<file path="src/pst_regs.svh">
/*
 * Timing and field constants of the pipeline stage controller.
 * Assumes inclusion by bare name; holds definitions only.
 */
`ifndef PST_REGS_SVH
`define PST_REGS_SVH

// ***************************************************************
// Field widths
// ***************************************************************
`define PST_REG_W        4
`define PST_CLS_W        4

// ***************************************************************
// Timing counts in pipeline cycles
// ***************************************************************
`define PST_MUL_BUSY_CYC 2'h2
`define PST_MUL_CNT_W    2
`define PST_MUL_CNT_ZERO 2'h0

`endif

</file>
<file path="src/pst_pkg.sv">
/*
 * Types of the pipeline stage controller: instruction classes and
 * per-class stage properties.
 * Assumes pst_regs.svh is on the include path.
 */
`include "pst_regs.svh"

package pst_pkg;

    // ***************************************************************
    // Instruction classes seen by the sequencer
    // ***************************************************************
    typedef enum logic [`PST_CLS_W-1:0] {
        CL_ALU                = 4'h0,
        CL_LOAD               = 4'h1,
        CL_STORE              = 4'h2,
        CL_WORD_MUL_ACC       = 4'h3,
        CL_SIGNED_WORD_MUL    = 4'h4,
        CL_STORE_SYS_ACC      = 4'h5,
        CL_STORE_SYS_DSP      = 4'h6,
        CL_STORE_SYS_ACC_MEM  = 4'h7,
        CL_STORE_SYS_DSP_MEM  = 4'h8,
        CL_LOAD_SYS_ACC       = 4'h9,
        CL_LOAD_SYS_ACC_MEM   = 4'hA
    } pst_cls_e;

    typedef logic [`PST_REG_W-1:0] pst_reg_t;

    // Every class but the ALU class owns a memory-access stage
    function automatic logic pst_has_ma(input pst_cls_e c);
        return c != CL_ALU;
    endfunction

    function automatic logic pst_has_wb(input pst_cls_e c);
        return c == CL_LOAD || c == CL_STORE_SYS_ACC || c == CL_STORE_SYS_DSP;
    endfunction

    // Classes whose result arrives late enough to stall a dependent reader
    function automatic logic pst_dest_haz(input pst_cls_e c);
        return c == CL_LOAD || c == CL_STORE_SYS_DSP;
    endfunction

    function automatic logic pst_mul_use(input pst_cls_e c);
        return c == CL_WORD_MUL_ACC || c == CL_SIGNED_WORD_MUL ||
               c == CL_STORE_SYS_ACC || c == CL_STORE_SYS_ACC_MEM ||
               c == CL_LOAD_SYS_ACC || c == CL_LOAD_SYS_ACC_MEM;
    endfunction

    function automatic logic pst_mem_write(input pst_cls_e c);
        return c == CL_STORE || c == CL_STORE_SYS_ACC_MEM || c == CL_STORE_SYS_DSP_MEM;
    endfunction

endpackage : pst_pkg

</file>
<file path="src/pst_mul_busy.sv">
/*
 * Multiplier busy counter: runs a fixed number of cycles after the last
 * memory access of a word multiply-accumulate, whatever the pipeline does.
 * Assumes a single clock and a load pulse from the sequencer.
 */
`timescale 1ns/1ps
`include "pst_regs.svh"

module pst_mul_busy
    import pst_pkg::*;
#(
    parameter logic [`PST_MUL_CNT_W-1:0] BUSY_CYC = `PST_MUL_BUSY_CYC
) (
    input  wire logic clk,
    input  wire logic nrst,
    input  wire logic load,
    output logic      busy,
    output logic      tail
);

    logic [`PST_MUL_CNT_W-1:0] cnt_r;
    logic                      tail_r;

    // ***************************************************************
    // Countdown
    // ***************************************************************
    always_ff @(posedge clk) begin
        if (!nrst) begin
            cnt_r <= `PST_MUL_CNT_ZERO;
        end else if (load) begin
            cnt_r <= BUSY_CYC; // RL19
        end else if (cnt_r != `PST_MUL_CNT_ZERO) begin
            cnt_r <= cnt_r - 1'b1; // RL11
        end
    end

    // One state after the multiplier finishes
    always_ff @(posedge clk) begin
        if (!nrst) begin
            tail_r <= 1'b0;
        end else begin
            tail_r <= (cnt_r == 2'h1) && !load;
        end
    end

    assign busy = cnt_r != `PST_MUL_CNT_ZERO;
    assign tail = tail_r;

endmodule // pst_mul_busy

</file>
<file path="src/pst_pipe_ctrl.sv">
/*
 * Pipeline stage sequencer and stall control for a small RISC core:
 * decode, execute, memory-access and write-back slots, shared memory bus
 * arbitration between fetch and memory access, load-use and multiplier
 * interlocks.
 * Assumes decoded instruction class and register fields arrive from the
 * fetch side on the same clock, only after a fetch request was issued.
 */
// Notes on behaviour
// (RL1) Accumulator half to register: five stages, one-cycle issue, waits on multiplier.
// (RL2) DSP register to general register: stalls a next reader; its access uses the bus.
// (RL3) DSP register store with pre-decrement: four stages, one cycle.
// (RL4) Register transfers: fetch, decode, execute; value passes the ALU.
// (RL5) Loads: five stages; loaded value written in write-back.
// (RL6) Instruction right after a load reading its destination is stalled.
// (RL7) Stores: four stages, no write-back.
// (RL8) Register arithmetic except multiplies: three stages, ALU result in execute.
// (RL9) Word multiply-accumulate: seven stages, two memory accesses, two busy cycles.
// (RL10) Second memory access reads memory and hands operands to the multiplier.
// (RL11) Multiplier stays busy two cycles after the last access, regardless of slots.
// (RL12) Decode after a word multiply-accumulate is held one slot.
// (RL13) Each memory access colliding with fetch splits the slot.
// (RL14) Non-multiplier successor: one slot delay, then normal flow.
// (RL15) Multiplier users right after it meet multiplier contention.
// (RL16) Multiplier access waits until the multiplier finishes, as one slot.
// (RL17) Accumulator store to memory waits one state beyond multiplier end.
// (RL18) Load destination in execute or memory access compared with decode sources.
// (RL19) Busy counter loaded at last access end; multiplier stages wait for zero.
`timescale 1ns/1ps
`include "pst_regs.svh"

module pst_pipe_ctrl
    import pst_pkg::*;
(
    input  wire logic     clk,
    input  wire logic     nrst,
    input  wire logic     ins_valid,
    input  wire pst_cls_e ins_cls,
    input  wire pst_reg_t ins_rd,
    input  wire pst_reg_t ins_rs,
    input  wire logic     ins_rs_use,
    input  wire pst_reg_t ins_rt,
    input  wire logic     ins_rt_use,
    output logic          if_req_r,
    output logic          ma_req_r,
    output logic          ma_we_r,
    output logic          ex_active_r,
    output logic          mul_start_r,
    output logic          mul_busy_r,
    output logic          wb_en_r,
    output pst_reg_t      wb_rd_r,
    output logic          id_stall_r
);

    // ***************************************************************
    // Stage registers
    // ***************************************************************
    logic     id_v_r;
    pst_cls_e id_cls_r;
    pst_reg_t id_rd_r;
    pst_reg_t id_rs_r;
    logic     id_rs_use_r;
    pst_reg_t id_rt_r;
    logic     id_rt_use_r;
    pst_cls_e ex_cls_r;
    pst_reg_t ex_rd_r;
    logic     ma_v_r;
    pst_cls_e ma_cls_r;
    pst_reg_t ma_rd_r;
    logic     ma_ph_r;
    logic     fetch_pend_r;

    logic     mul_busy;
    logic     mul_tail;
    logic     mul_load;
    logic     mul_phase;
    logic     ma_hold;
    logic     ma_last;
    logic     ma_done;
    logic     ma_free;
    logic     ex_go;
    logic     ex_free;
    logic     load_haz;
    logic     macw_hold;
    logic     id_go;
    logic     ma_v_nxt;
    logic     if_req_nxt;

    // ***************************************************************
    // Multiplier interlock
    // ***************************************************************
    pst_mul_busy u_mul_busy (
        .clk  (clk),
        .nrst (nrst),
        .load (mul_load),
        .busy (mul_busy),
        .tail (mul_tail)
    );

    function automatic logic reads_reg(input pst_reg_t r);
        return (id_rs_use_r && id_rs_r == r) || (id_rt_use_r && id_rt_r == r);
    endfunction

    always_comb begin
        // Of the multiply-accumulate only the second access touches the multiplier; other multiplier users touch it in their one access
        mul_phase = ma_v_r && pst_mul_use(ma_cls_r) &&
                    (ma_cls_r != CL_WORD_MUL_ACC || ma_ph_r); // RL10 RL15
        ma_hold   = mul_phase && (mul_busy || // RL16 RL1
                    (ma_cls_r == CL_STORE_SYS_ACC_MEM && mul_tail)); // RL17
        ma_last   = ma_cls_r != CL_WORD_MUL_ACC || ma_ph_r; // RL9
        ma_done   = ma_v_r && !ma_hold && ma_last;
        ma_free   = !ma_v_r || ma_done;
        mul_load  = ma_done && ma_cls_r == CL_WORD_MUL_ACC; // RL19
        ex_go     = ex_active_r && (!pst_has_ma(ex_cls_r) || ma_free);
        ex_free   = !ex_active_r || ex_go;
    end

    // ***************************************************************
    // Decode interlocks
    // ***************************************************************
    always_comb begin
        // Conservative: a pending load in either stage blocks its reader
        load_haz  = (ex_active_r && pst_dest_haz(ex_cls_r) && reads_reg(ex_rd_r)) ||
                    (ma_v_r && pst_dest_haz(ma_cls_r) && reads_reg(ma_rd_r)); // RL6 RL18 RL2
        // The successor can only reach decode behind the first access, so that slot holds too
        macw_hold = (ex_active_r && ex_cls_r == CL_WORD_MUL_ACC) ||
                    (ma_v_r && ma_cls_r == CL_WORD_MUL_ACC && !ma_ph_r); // RL12 RL14
        id_go     = id_v_r && ex_free && !load_haz && !macw_hold;
    end

    // ***************************************************************
    // Bus arbitration: memory access wins, fetch slides to next slot
    // ***************************************************************
    always_comb begin
        ma_v_nxt   = ma_free ? (ex_go && pst_has_ma(ex_cls_r)) : ma_v_r;
        // Overlap the next fetch with an answer only into an empty decode and execute:
        // then the arriving word leaves decode in time and the next answer is never lost
        if_req_nxt = !ma_v_nxt && (fetch_pend_r ? (ins_valid && !id_v_r && !ex_active_r) :
                                                  (!id_v_r || id_go)); // RL13
    end

    always_ff @(posedge clk) begin
        if (!nrst) begin
            if_req_r <= 1'b0;
        end else begin
            if_req_r <= if_req_nxt;
        end
    end

    always_ff @(posedge clk) begin
        if (!nrst) begin
            fetch_pend_r <= 1'b0;
        end else if (if_req_nxt) begin
            fetch_pend_r <= 1'b1;
        end else if (ins_valid) begin
            fetch_pend_r <= 1'b0;
        end
    end

    // ***************************************************************
    // Decode stage
    // ***************************************************************
    always_ff @(posedge clk) begin
        if (!nrst) begin
            id_v_r      <= 1'b0;
            id_cls_r    <= CL_ALU;
            id_rd_r     <= '0;
            id_rs_r     <= '0;
            id_rs_use_r <= 1'b0;
            id_rt_r     <= '0;
            id_rt_use_r <= 1'b0;
        end else if (!id_v_r || id_go) begin
            id_v_r      <= ins_valid;
            id_cls_r    <= ins_cls;
            id_rd_r     <= ins_rd;
            id_rs_r     <= ins_rs;
            id_rs_use_r <= ins_rs_use;
            id_rt_r     <= ins_rt;
            id_rt_use_r <= ins_rt_use;
        end
    end

    always_ff @(posedge clk) begin
        if (!nrst) begin
            id_stall_r <= 1'b0;
        end else begin
            id_stall_r <= id_v_r && !id_go;
        end
    end

    // ***************************************************************
    // Execute stage: ALU classes finish here
    // ***************************************************************
    always_ff @(posedge clk) begin
        if (!nrst) begin
            ex_active_r <= 1'b0;
            ex_cls_r    <= CL_ALU;
            ex_rd_r     <= '0;
        end else if (ex_free) begin
            ex_active_r <= id_go; // RL4 RL8
            ex_cls_r    <= id_cls_r;
            ex_rd_r     <= id_rd_r;
        end
    end

    // ***************************************************************
    // Memory-access stage
    // ***************************************************************
    always_ff @(posedge clk) begin
        if (!nrst) begin
            ma_v_r   <= 1'b0;
            ma_cls_r <= CL_ALU;
            ma_rd_r  <= '0;
            ma_ph_r  <= 1'b0;
        end else if (ma_free) begin
            ma_v_r   <= ma_v_nxt; // RL3 RL7
            ma_cls_r <= ex_cls_r;
            ma_rd_r  <= ex_rd_r;
            ma_ph_r  <= 1'b0;
        end else if (!ma_hold) begin
            ma_ph_r  <= 1'b1; // RL9
        end
    end

    always_ff @(posedge clk) begin
        if (!nrst) begin
            ma_req_r <= 1'b0;
            ma_we_r  <= 1'b0;
        end else begin
            ma_req_r <= ma_v_nxt;
            ma_we_r  <= ma_v_nxt && pst_mem_write(ma_free ? ex_cls_r : ma_cls_r);
        end
    end

    always_ff @(posedge clk) begin
        if (!nrst) begin
            mul_start_r <= 1'b0;
            mul_busy_r  <= 1'b0;
        end else begin
            mul_start_r <= mul_phase && !ma_hold; // RL10
            mul_busy_r  <= mul_busy;
        end
    end

    // ***************************************************************
    // Write-back stage
    // ***************************************************************
    always_ff @(posedge clk) begin
        if (!nrst) begin
            wb_en_r <= 1'b0;
            wb_rd_r <= '0;
        end else begin
            wb_en_r <= ma_done && pst_has_wb(ma_cls_r); // RL5 RL7
            wb_rd_r <= ma_rd_r;
        end
    end
endmodule // pst_pipe_ctrl

</file>
<file path="config.mk">
export PLATFORM = sky130hd
export DESIGN_NAME = pst_pipe_ctrl
export DESIGN_NICKNAME = d
export VERILOG_FILES = /design/src/pst_pkg.sv /design/src/pst_mul_busy.sv /design/src/pst_pipe_ctrl.sv
export VERILOG_INCLUDE_DIRS = /design/src
export SDC_FILE = /design/constraint.sdc
export NUM_CORES = 1
export LEC_CHECK = 0
export BUFFER_PORTS_ARGS = -buffer_cell sky130_fd_sc_hd__buf_2
export CORE_AREA = 2 2 76 78
export CTS_CLUSTER_DIAMETER = 40
export DETAILED_ROUTE_END_ITERATION = 12
export DIE_AREA = 0 0 78 80
export GPL_TIMING_DRIVEN = 0
export PLACE_DENSITY = 0.66
export SYNTH_ARGS = -nofsm -noshare
export SYNTH_HDL_FRONTEND = slang
export SYNTH_SLANG_ARGS = --single-unit
</file>
<file path="constraint.sdc">
create_clock -name clk -period 2.3 [get_ports clk]
set_input_delay 0.115 -clock clk [delete_from_list [all_inputs] [get_ports clk]]
set_output_delay 0.115 -clock clk [all_outputs]
set_load 0.02 [all_outputs]
</file>
**After elaboration in Yosys (flattened, before gate mapping)**

Index checks and enable logic that the tools add are counted.

- Word-level logic and storage cells: 124
- Flip-flop bits (word level): 53
- Input port bits: 21
- Output and inout port bits: 12

- Mux-type cells: 7
- Equality and inequality tests: 20
- Bitwise logic cells: 1
- Add/sub/neg operators: 1
- Reduce and logical (&&, ||, !) cells: 69

Operators with widths:

| kind | count |
|---|---|
| logical AND 1 bit | 31 |
| equality test 4 x 3 -> 1 bit (second input constant) | 6 |
| logical OR 1 bit | 21 |
| equality test 4 bit | 4 |
| equality test 4 x 2 -> 1 bit (second input constant) | 3 |
| equality test 4 bit (second input constant) | 3 |
| logical NOT 1 bit | 11 |
| equality test 4 x 1 -> 1 bit (second input constant) | 2 |
| nonzero test 2 bit | 3 |
| 2-to-1 mux 1 bit | 4 |
| 2-to-1 mux 2 bit | 2 |
| 2-to-1 mux 4 bit | 1 |
| != test 4 x 2 -> 1 bit (second input constant) | 1 |
| nonzero test 4 bit | 1 |
| OR reduction 2 bit | 2 |
| equality test 2 x 1 -> 1 bit (second input constant) | 1 |
| subtractor 2 x 1 -> 2 bit (second input constant) | 1 |
| NOT 1 bit | 1 |

**Depth between registers and ports, before layout**

Gate-level depths: netlist of the first run.

- Depth in word-level cells: 23
- Mapped depth: 9
- Gate-level depth less buffers: 6

**By module**

A second synthesis of the first run with hierarchy kept.

- Cells, all modules: 265
- Area total of the unflattened synthesis: 2329.7 um^2

By module, submodules not included:

| module | cells each | seq. area each (um^2) | instances | area each (um^2) |
|---|---|---|---|---|
| pst_pipe_ctrl | 257 | 1001.0 | 1 | 2227.1 |
| pst_mul_busy | 8 | 60.1 | 1 | 102.6 |

**Worst setup path after synthesis of the first run**

OpenSTA, ideal clock, no wires.

- Path type: flip-flop to flip-flop
- Start: reg ma_cls_r[0]
- End: reg id_cls_r[0]
- Clock period less this slack: 1.948 ns
- Data required time: 2.228 ns
- Arrival time: 1.876 ns
- Buffers on the path: 3
- Setup time: 0.072 ns
- Cell stages (with the launch flop): 10
- Slack: 0.352 ns
- Cell sequence: dfxtp_1 buf_2 nand2b_1 or3_4 a31oi_4 o21ai_2 buf_6 a41oi_4 buf_6 mux2i_1

- Longest elaborated chain between the ends: 20
- Elaborated cells between the ends (all ways): 40
- Those cells by class: eq/ne (9); reduce/logical (31)

RTL lines:

| element | RTL line | RTL |
|---|---|---|
| start: declaration | pst_pipe_ctrl.sv:68 | `pst_cls_e ma_cls_r;` |
| start signal: assignment | pst_pipe_ctrl.sv:217 | `ma_cls_r <= ex_cls_r;` |
| equality test 4 x 2 -> 1 bit / equality test 4 x 3 -> 1 bit (equally long branches) | pst_pkg.sv:44, pst_pipe_ctrl.sv:127 |  |
| logical OR 1 bit (2 in series) | pst_pkg.sv:44 | `return c == CL_WORD_MUL_ACC \|\| c == CL_SIGNED_WORD_MUL \|\|` |
| logical OR 1 bit (2 in series) | pst_pkg.sv:45 | `c == CL_STORE_SYS_ACC \|\| c == CL_STORE_SYS_ACC_MEM \|\|` |
| logical OR 1 bit | pst_pkg.sv:46 | `c == CL_LOAD_SYS_ACC \|\| c == CL_LOAD_SYS_ACC_MEM;` |
| logical AND 1 bit (2 in series) | pst_pipe_ctrl.sv:106 | `mul_phase = ma_v_r && pst_mul_use(ma_cls_r) &&` |
| logical AND 1 bit | pst_pipe_ctrl.sv:108 | `ma_hold = mul_phase && (mul_busy \|\|` |
| logical NOT 1 bit | pst_pipe_ctrl.sv:111 | `ma_done = ma_v_r && !ma_hold && ma_last;` |
| logical AND 1 bit (2 in series) | pst_pipe_ctrl.sv:111 |  |
| logical OR 1 bit | pst_pipe_ctrl.sv:112 | `ma_free = !ma_v_r \|\| ma_done;` |
| logical OR 1 bit | pst_pipe_ctrl.sv:114 | `ex_go = ex_active_r && (!pst_has_ma(ex_cls_r) \|\| ma_free);` |
| logical AND 1 bit | pst_pipe_ctrl.sv:114 |  |
| logical OR 1 bit | pst_pipe_ctrl.sv:115 | `ex_free = !ex_active_r \|\| ex_go;` |
| logical AND 1 bit (2 in series) | pst_pipe_ctrl.sv:128 | `id_go = id_v_r && ex_free && !load_haz && !macw_hold;` |
| logical AND 1 bit (*) | pst_pipe_ctrl.sv:128 |  |
| logical OR 1 bit (*) | pst_pipe_ctrl.sv:172 | `end else if (!id_v_r \|\| id_go) begin` |
| end signal: assignment | pst_pipe_ctrl.sv:174 | `id_cls_r <= ins_cls;` |
| end: declaration | pst_pipe_ctrl.sv:59 | `pst_cls_e id_cls_r;` |

Every way passes the cells marked *; elsewhere a longest branch is shown, timed or not.
A chain may end at the register's enable or synchronous reset.

**Worst setup path in the final report of the first run**

- Start: reg ma_cls_r[0]
- End: reg id_cls_r[1]

Same word-level chain as after synthesis.

==> metrics.md, run 1 <==
| Metric | Value |
|---|---|
| Crit end category | register |
| GR peak layer | met2 |
| Distinct cells, synth | 46 |
| Max Slew Vio Count | 0 |
| Data arrival, critical path | 2.43 ns |
| Post-synthesis async set-or-reset flop share | 0% |
| Layout cell share with drive strength beyond 1 | 22.0% |
| N_diodes | 0 |
| CTS root buffer | clkbuf_8 |
| Deepest level of the CTS H-tree | 2 |
| Hold crit path type | input port to register |
| Worst EP required | 2.54 ns |
| CTS clk-pin slew, worst paths | 0.09 ns |
| Crit path max fanout | 10 |
| Setup violators final | 0 |
| DR vias/cell | 5.02 |
| Top cell type's share of synthesized area | 45.1% |
| TNS Setup | 0 ns |
| Final WL | 5090 um |
| Syn Area/Cell | 9.09 um2 |
| Compound-Gate Fraction of Synth Area | 11.4% |
| Die Y | 80 um |
| Post-synth EDFFs | 0 |
| Cell row count | 27 |
| Sink Count | 53 |
| Mux cell area share after synthesis | 13.6% |
| Synth Area in XOR/XNOR | 4.47% |
| Hold_buf cts | 0 |
| Global routing met1 resource utilization | 24.0% |
| Pre-Repair DR Iteration Count | 6 |
| CTS tree | built |
| Max Cap Viol | 0 |
| Area growth from synthesis to layout | 19.2% |
| Grt met3 use | 3.85% |
| Startpoint Class | register |
| Final worst slack | 0.109 ns |
| Core Region | 5410 um2 |
| Largest net degree at the start of global routing | 15 |
| Commonest non-fill, non-tap cell in the layout | dfxtp_1 |
| Synth top area cells | dfxtp_1 45%, mux2i_1 14%, nand2_1 7.5% |
| GRT overflow | 0 |
| DRT iter0 DRCs | 115 |
| Fin. Hold Viols | 0 |
| Largest family of logic cells by synthesized area | simple AND/OR/NAND/NOR gates |
| Initial antenna violation count | 0 |
| Clk buf depth | 2 |
| YS warnings | 0 |
| Worst-margin pin slew | 0.537 ns |
| Grt met2 use | 25.7% |
| Vias | 1889 |
| Post-DP HPWL | 3640 um |
| Fin nets | 325 |
| Critical path class | register to register |
| TritonCTS Buffers | 5 |
| Starting Density | 43.5% |
| Adder-Cell Fraction of Synth Area | 0% |
| Register area share after synthesis | 45.1% |
| Vias in the first global route | 1758 |
| Post-Syn Nets | 280 |
| Fmax | 456 MHz |
| Final Cycle Share | 95.3% |
| Commonest non-fill, non-tap cells in the layout | 50 x dfxtp_1, 47 x nand2_1, 34 x buf_2 |
| Leakage | 1.28 nW |
| Netlist Area Pre-Place | 2350 um2 |
| Outcome | finished clean |
| PortBufs | 31 |
| Pwr/cell area | 624 nW/um2 |
| Chip width | 78 um |
| FF+latch count, synth | 53 |
| GPL Wtd Cong | 0.847 |
| Cell accounting for the most synthesized area | dfxtp_1 |
| Crit path time final | 2.19 ns |
| Detail Route Antenna Nets | 0 |
| Syn Inst Count | 259 |
| WHS | 0.0366 ns |
| Die area | 6240 um2 |
| DP Worst Slack | -0.0903 ns |
| Clk Latency, worst-skew pair | 0.31 ns |
| Total GRT Usage | 17.2% |
| Simple-Gate Fraction of Synth Area | 19.7% |
| Total power | 1.75 mW |
| Routed len/inst | 13.5 um |
| DRC violations left | 0 |
| Slew margin rel. | 63.2% |
| Fin Clk Skew | 0.00815 ns |
| Maximum vdd drop | 0.400 mV |
| First-pass GRT wire length | 8490 um |
| Main flop type after synthesis | dfxtp_1 |
| Num ports | 33 |
==> cells in the mapped netlist, types with 3 or more instances <==
cell type,number
dfxtp_1,53
nand2_1,47
mux2i_1,32
nor2_1,24
inv_1,10
xor2_1,9
clkbuf_1,8
a21oi_1,6
nor3_1,5
and3_1,4
buf_2,4
nand3_1,4
and2_1,3
nand2b_1,3
o2111ai_1,3
o21ai_0,3
o21ai_1,3
xnor2_1,3
==> through the flow <==
step | std cells | util, % | area (um2)
after floorplan | 259 | - | 2350
after global placement | 362 | 48.1 | 2600
after detailed placement | 362 | 48.1 | 2600
after CTS | 369 | 49.8 | 2690
after global routing | 376 | 51.9 | 2810
final | 376 | 51.9 | 2810
==> registers in the layout, indices dropped and copies added (netlist names), 2 cells and up <==
| signal | count |
|---|---|
| ex_cls_r | 4 |
| ma_cls_r | 4 |
| wb_rd_r | 4 |
| ma_rd_r | 4 |
| ex_rd_r | 4 |
| id_rt_r | 4 |
| u_mul_busy.cnt_r | 2 |
| id_rd_r | 4 |
| id_cls_r | 4 |
| id_rs_r | 4 |
==> kinds of logic (layout without fill, tap and decap cells) <==
logic type | count (synthesis) | in the layout
buffers and inverters | 28 | 73
AND/OR/NAND/NOR | 101 | 101
flip-flops | 53 | 53
AO/OA/AOI/OAI | 33 | 33
multiplexers | 32 | 32
XOR/XNOR | 12 | 12
==> metal layers <==
metal,wire (um),up-vias
met5,0,-
met4,74,0
met3,212,6
met2,2320,45
met1,2480,869
li1,-,969
==> worst max-delay path, stage by stage (launching register included) <==
cell      delay (ns)
dfxtp_1         0.34
buf_6           0.13
nand2b_1        0.08
or3_4           0.35
a31oi_4         0.25
o21ai_2         0.08
buf_6           0.15
a41oi_4         0.34
buf_6           0.21
mux2i_1         0.19
==> layout make-up <==
cell class              count  area (um2)
plain buffers              15        93.8
clock buffers               7        86.3
fillers                   544        2600
inverters                  13        48.8
multi-input cells         178        1200
flip-flops and latches     53        1060
well taps                  72        90.1
repair buffers             38         225
==> timing repair <==
item / 4_1_cts / 5_1_grt
setup endpoints to repair: 18 / 24
gates cloned: 0 / 1
setup buffers: 0 / 6
pin swaps: 0 / 2
gates resized for setup: 1 / 11
==> path summary, 6_finish.rpt <==
check / slack (ns) / to / depth (start not counted) / from
worst min-delay path: 0.04 / id_cls_r[3] / 3 / ins_cls[3]
worst max-delay path: 0.11 / id_cls_r[1] / 9 / ma_cls_r[0]
worst max register to register: 0.11 / id_cls_r[1] / 9 / ma_cls_r[0]
worst min register to register: 0.44 / u_mul_busy.tail / 1 / u_mul_busy.cnt_r[1]
==> power breakdown <==
part / internal (mW) / switching, mW
Sequential: 0.965 / 0.0438
Combinational: 0.100 / 0.109
Clock: 0.240 / 0.294
Total: 1.30 / 0.446
No activity file was read; power rests on OpenSTA's default activity.
==> inputs of run 2 (changes only) <==
RECOVER_POWER = 100   (was unset)
==> metrics.md, run 2 (same netlist as run 1, synthesis figures left out) <==
| Metric | Value |
|---|---|
| Clk Latency, worst-skew pair | 0.31 ns (about the same) |
| Fill cell count | 549 (+0.92%) |
| Post-placement cell area | 2600 um2 (unchanged) |
| Fin. Hold Viols | 0 (unchanged) |
| Sink Count | 53 (unchanged) |
| Max Cap Viol | 0 (unchanged) |
| CTS root buffer | clkbuf_8 |
| CTS clk-pin slew, worst paths | 0.09 ns (about the same) |
| Layout cell share with drive strength beyond 1 | 18.1% (-3.9 points) |
| GRT overflow | 0 (unchanged) |
| Pre-Repair DR Iteration Count | 4 (-2) |
| Design area | 2790 um2 (-0.54%) |
| Slew margin rel. | 63.2% (unchanged) |
| Outcome | finished clean |
| Non-filler cells, final | 376 (unchanged) |
| Die area | 6240 um2 (unchanged) |
| Total GRT Usage | 17.2% (unchanged) |
| CTS tree | built |
| Fin Clk Skew | 0.00815 ns (-0.00000547 ns) |
| Cell row count | 27 (unchanged) |
| GPL Wtd Cong | 0.847 (unchanged) |
| Reg2reg setup slack | 0.11 ns (about the same) |
| Pwr/cell area | 627 nW/um2 (+0.46%) |
| Die Y | 80 um (unchanged) |
| Crit path max fanout | 10 (unchanged) |
| Vias in the first global route | 1758 (unchanged) |
| Commonest non-fill, non-tap cell in the layout | dfxtp_1 |
| Placed cells | 362 (unchanged) |
| PortBufs | 31 (unchanged) |
| Leakage | 1.23 nW (-4.1%) |
| Total power | 1.75 mW (about the same) |
| Worst EP required | 2.54 ns (about the same) |
| Setup violators final | 0 (unchanged) |
| Detail Route Antenna Nets | 0 (unchanged) |
| DRT iter0 DRCs | 113 (-1.7%) |
| Hold crit path type | input port to register |
| Fmax | 456 MHz (about the same) |
| Routed len/inst | 13.6 um (+0.41%) |
| First-pass GRT wire length | 8490 um (unchanged) |
| DR vias/cell | 5.03 (+0.11%) |
| FF/Latch Area | 1060 um2 (unchanged) |
| DRC violations left | 0 (unchanged) |
| N_diodes | 0 (unchanged) |
| Crit end category | register |
| Commonest non-fill, non-tap cells in the layout | 50 x dfxtp_1, 47 x nand2_1, 32 x mux2i_1 |
| Fin nets | 325 (unchanged) |
| Final Cycle Share | 95.3% (about the same) |
| Hold_buf cts | 0 (unchanged) |
| Area of the multi-input gates | 1200 um2 (unchanged) |
| Clk buf depth | 2 (unchanged) |
| TritonCTS Buffers | 5 (unchanged) |
| Final WL | 5110 um (+0.41%) |
| Core Util, Final | 51.6% (-0.28 points) |
| DP Worst Slack | -0.0903 ns (unchanged) |
| Core Region | 5410 um2 (unchanged) |
| Worst-margin pin slew | 0.537 ns (unchanged) |
| Area growth from synthesis to layout | 18.6% |
| Initial antenna violation count | 0 (unchanged) |
| Data arrival, critical path | 2.43 ns (about the same) |
| Starting Density | 43.5% (unchanged) |
| Chip width | 78 um (unchanged) |
| Max Slew Vio Count | 0 (unchanged) |
| Vias | 1891 (+0.11%) |
| Maximum vdd drop | 0.400 mV (about the same) |
| Startpoint Class | register |
| Critical path class | register to register |
| Post-DP HPWL | 3640 um (unchanged) |
| Largest net degree at the start of global routing | 15 (unchanged) |
| Deepest level of the CTS H-tree | 2 (unchanged) |
| Num ports | 33 (unchanged) |
| Final worst slack | 0.109 ns (+0.000145 ns) |
| Crit path time final | 2.19 ns (-0.000145 ns) |
[run 2: changes by cell type in the layout (fill, tap and decap cells not counted), sizes merged]
cell / before / now
clkbuf: 16 / 28
buf: 44 / 32
[run 2: where the power goes]
group          switching (mW)  internal, mW  total (mW)  leakage (nW)
clock                   0.294         0.240       0.533        0.0443
sequential             0.0440         0.965        1.01         0.436
combinational           0.109        0.0985       0.207         0.747
total                   0.447          1.30        1.75          1.23
[run 2: per-layer routing]
| metal | routed length, um | GRT usage, % | vias up | part of all wire, % |
|---|---|---|---|---|
| met5 | 0 | 0 | - | 0 |
| met4 | 74 | 7.19 | 0 | 1.4 |
| met3 | 214 | 3.85 | 6 | 4.2 |
| met2 | 2320 | 25.7 | 43 | 45 |
| met1 | 2500 | 24.0 | 872 | 49 |
| li1 | - | - | 970 | - |
[run 2: critical path: stages, from the launching register on]
cell	delay, ns
dfxtp_1	0.34
buf_6	0.13
nand2b_1	0.08
or3_4	0.35
a31oi_4	0.25
o21ai_2	0.08
buf_6	0.15
a41oi_4	0.34
buf_6	0.21
mux2i_1	0.19
[run 2: final timing paths]
path,to,depth (start not counted),startpoint
min,id_cls_r[3],3,ins_cls[3]
min reg2reg,u_mul_busy.tail,1,u_mul_busy.cnt_r[1]
max reg2reg,id_cls_r[1],9,ma_cls_r[0]
max,id_cls_r[1],9,ma_cls_r[0]
[run 2: cell type report]
| type | count | area share, % |
|---|---|---|
| flip-flops and latches | 53 | 38.2 |
| well taps | 72 | 3.23 |
| repair buffers | 38 | 7.53 |
| plain buffers | 15 | 3.36 |
| multi-input cells | 178 | 42.9 |
| inverters | 13 | 1.75 |
| clock buffers | 7 | 3.09 |
[run 2: timing repair]
action                                  in CTS  in global routing
cloned                                       0                  1
gates resized for setup                      1                 11
hold endpoints to repair                     0                  0
buffers inserted                             0                  6
pin swaps                                    0                  2
endpoints found under the setup margin      18                 24
[run 2: through the flow]
step	hold slack, ns	setup TNS, ns
2_1_floorplan	0.239	0
3_3_place_gp	0.343	0
3_5_place_dp	0.356	-0.789
4_1_cts	0.0310	0
5_1_grt	0.0405	-0.0128
6_report	0.0367	0
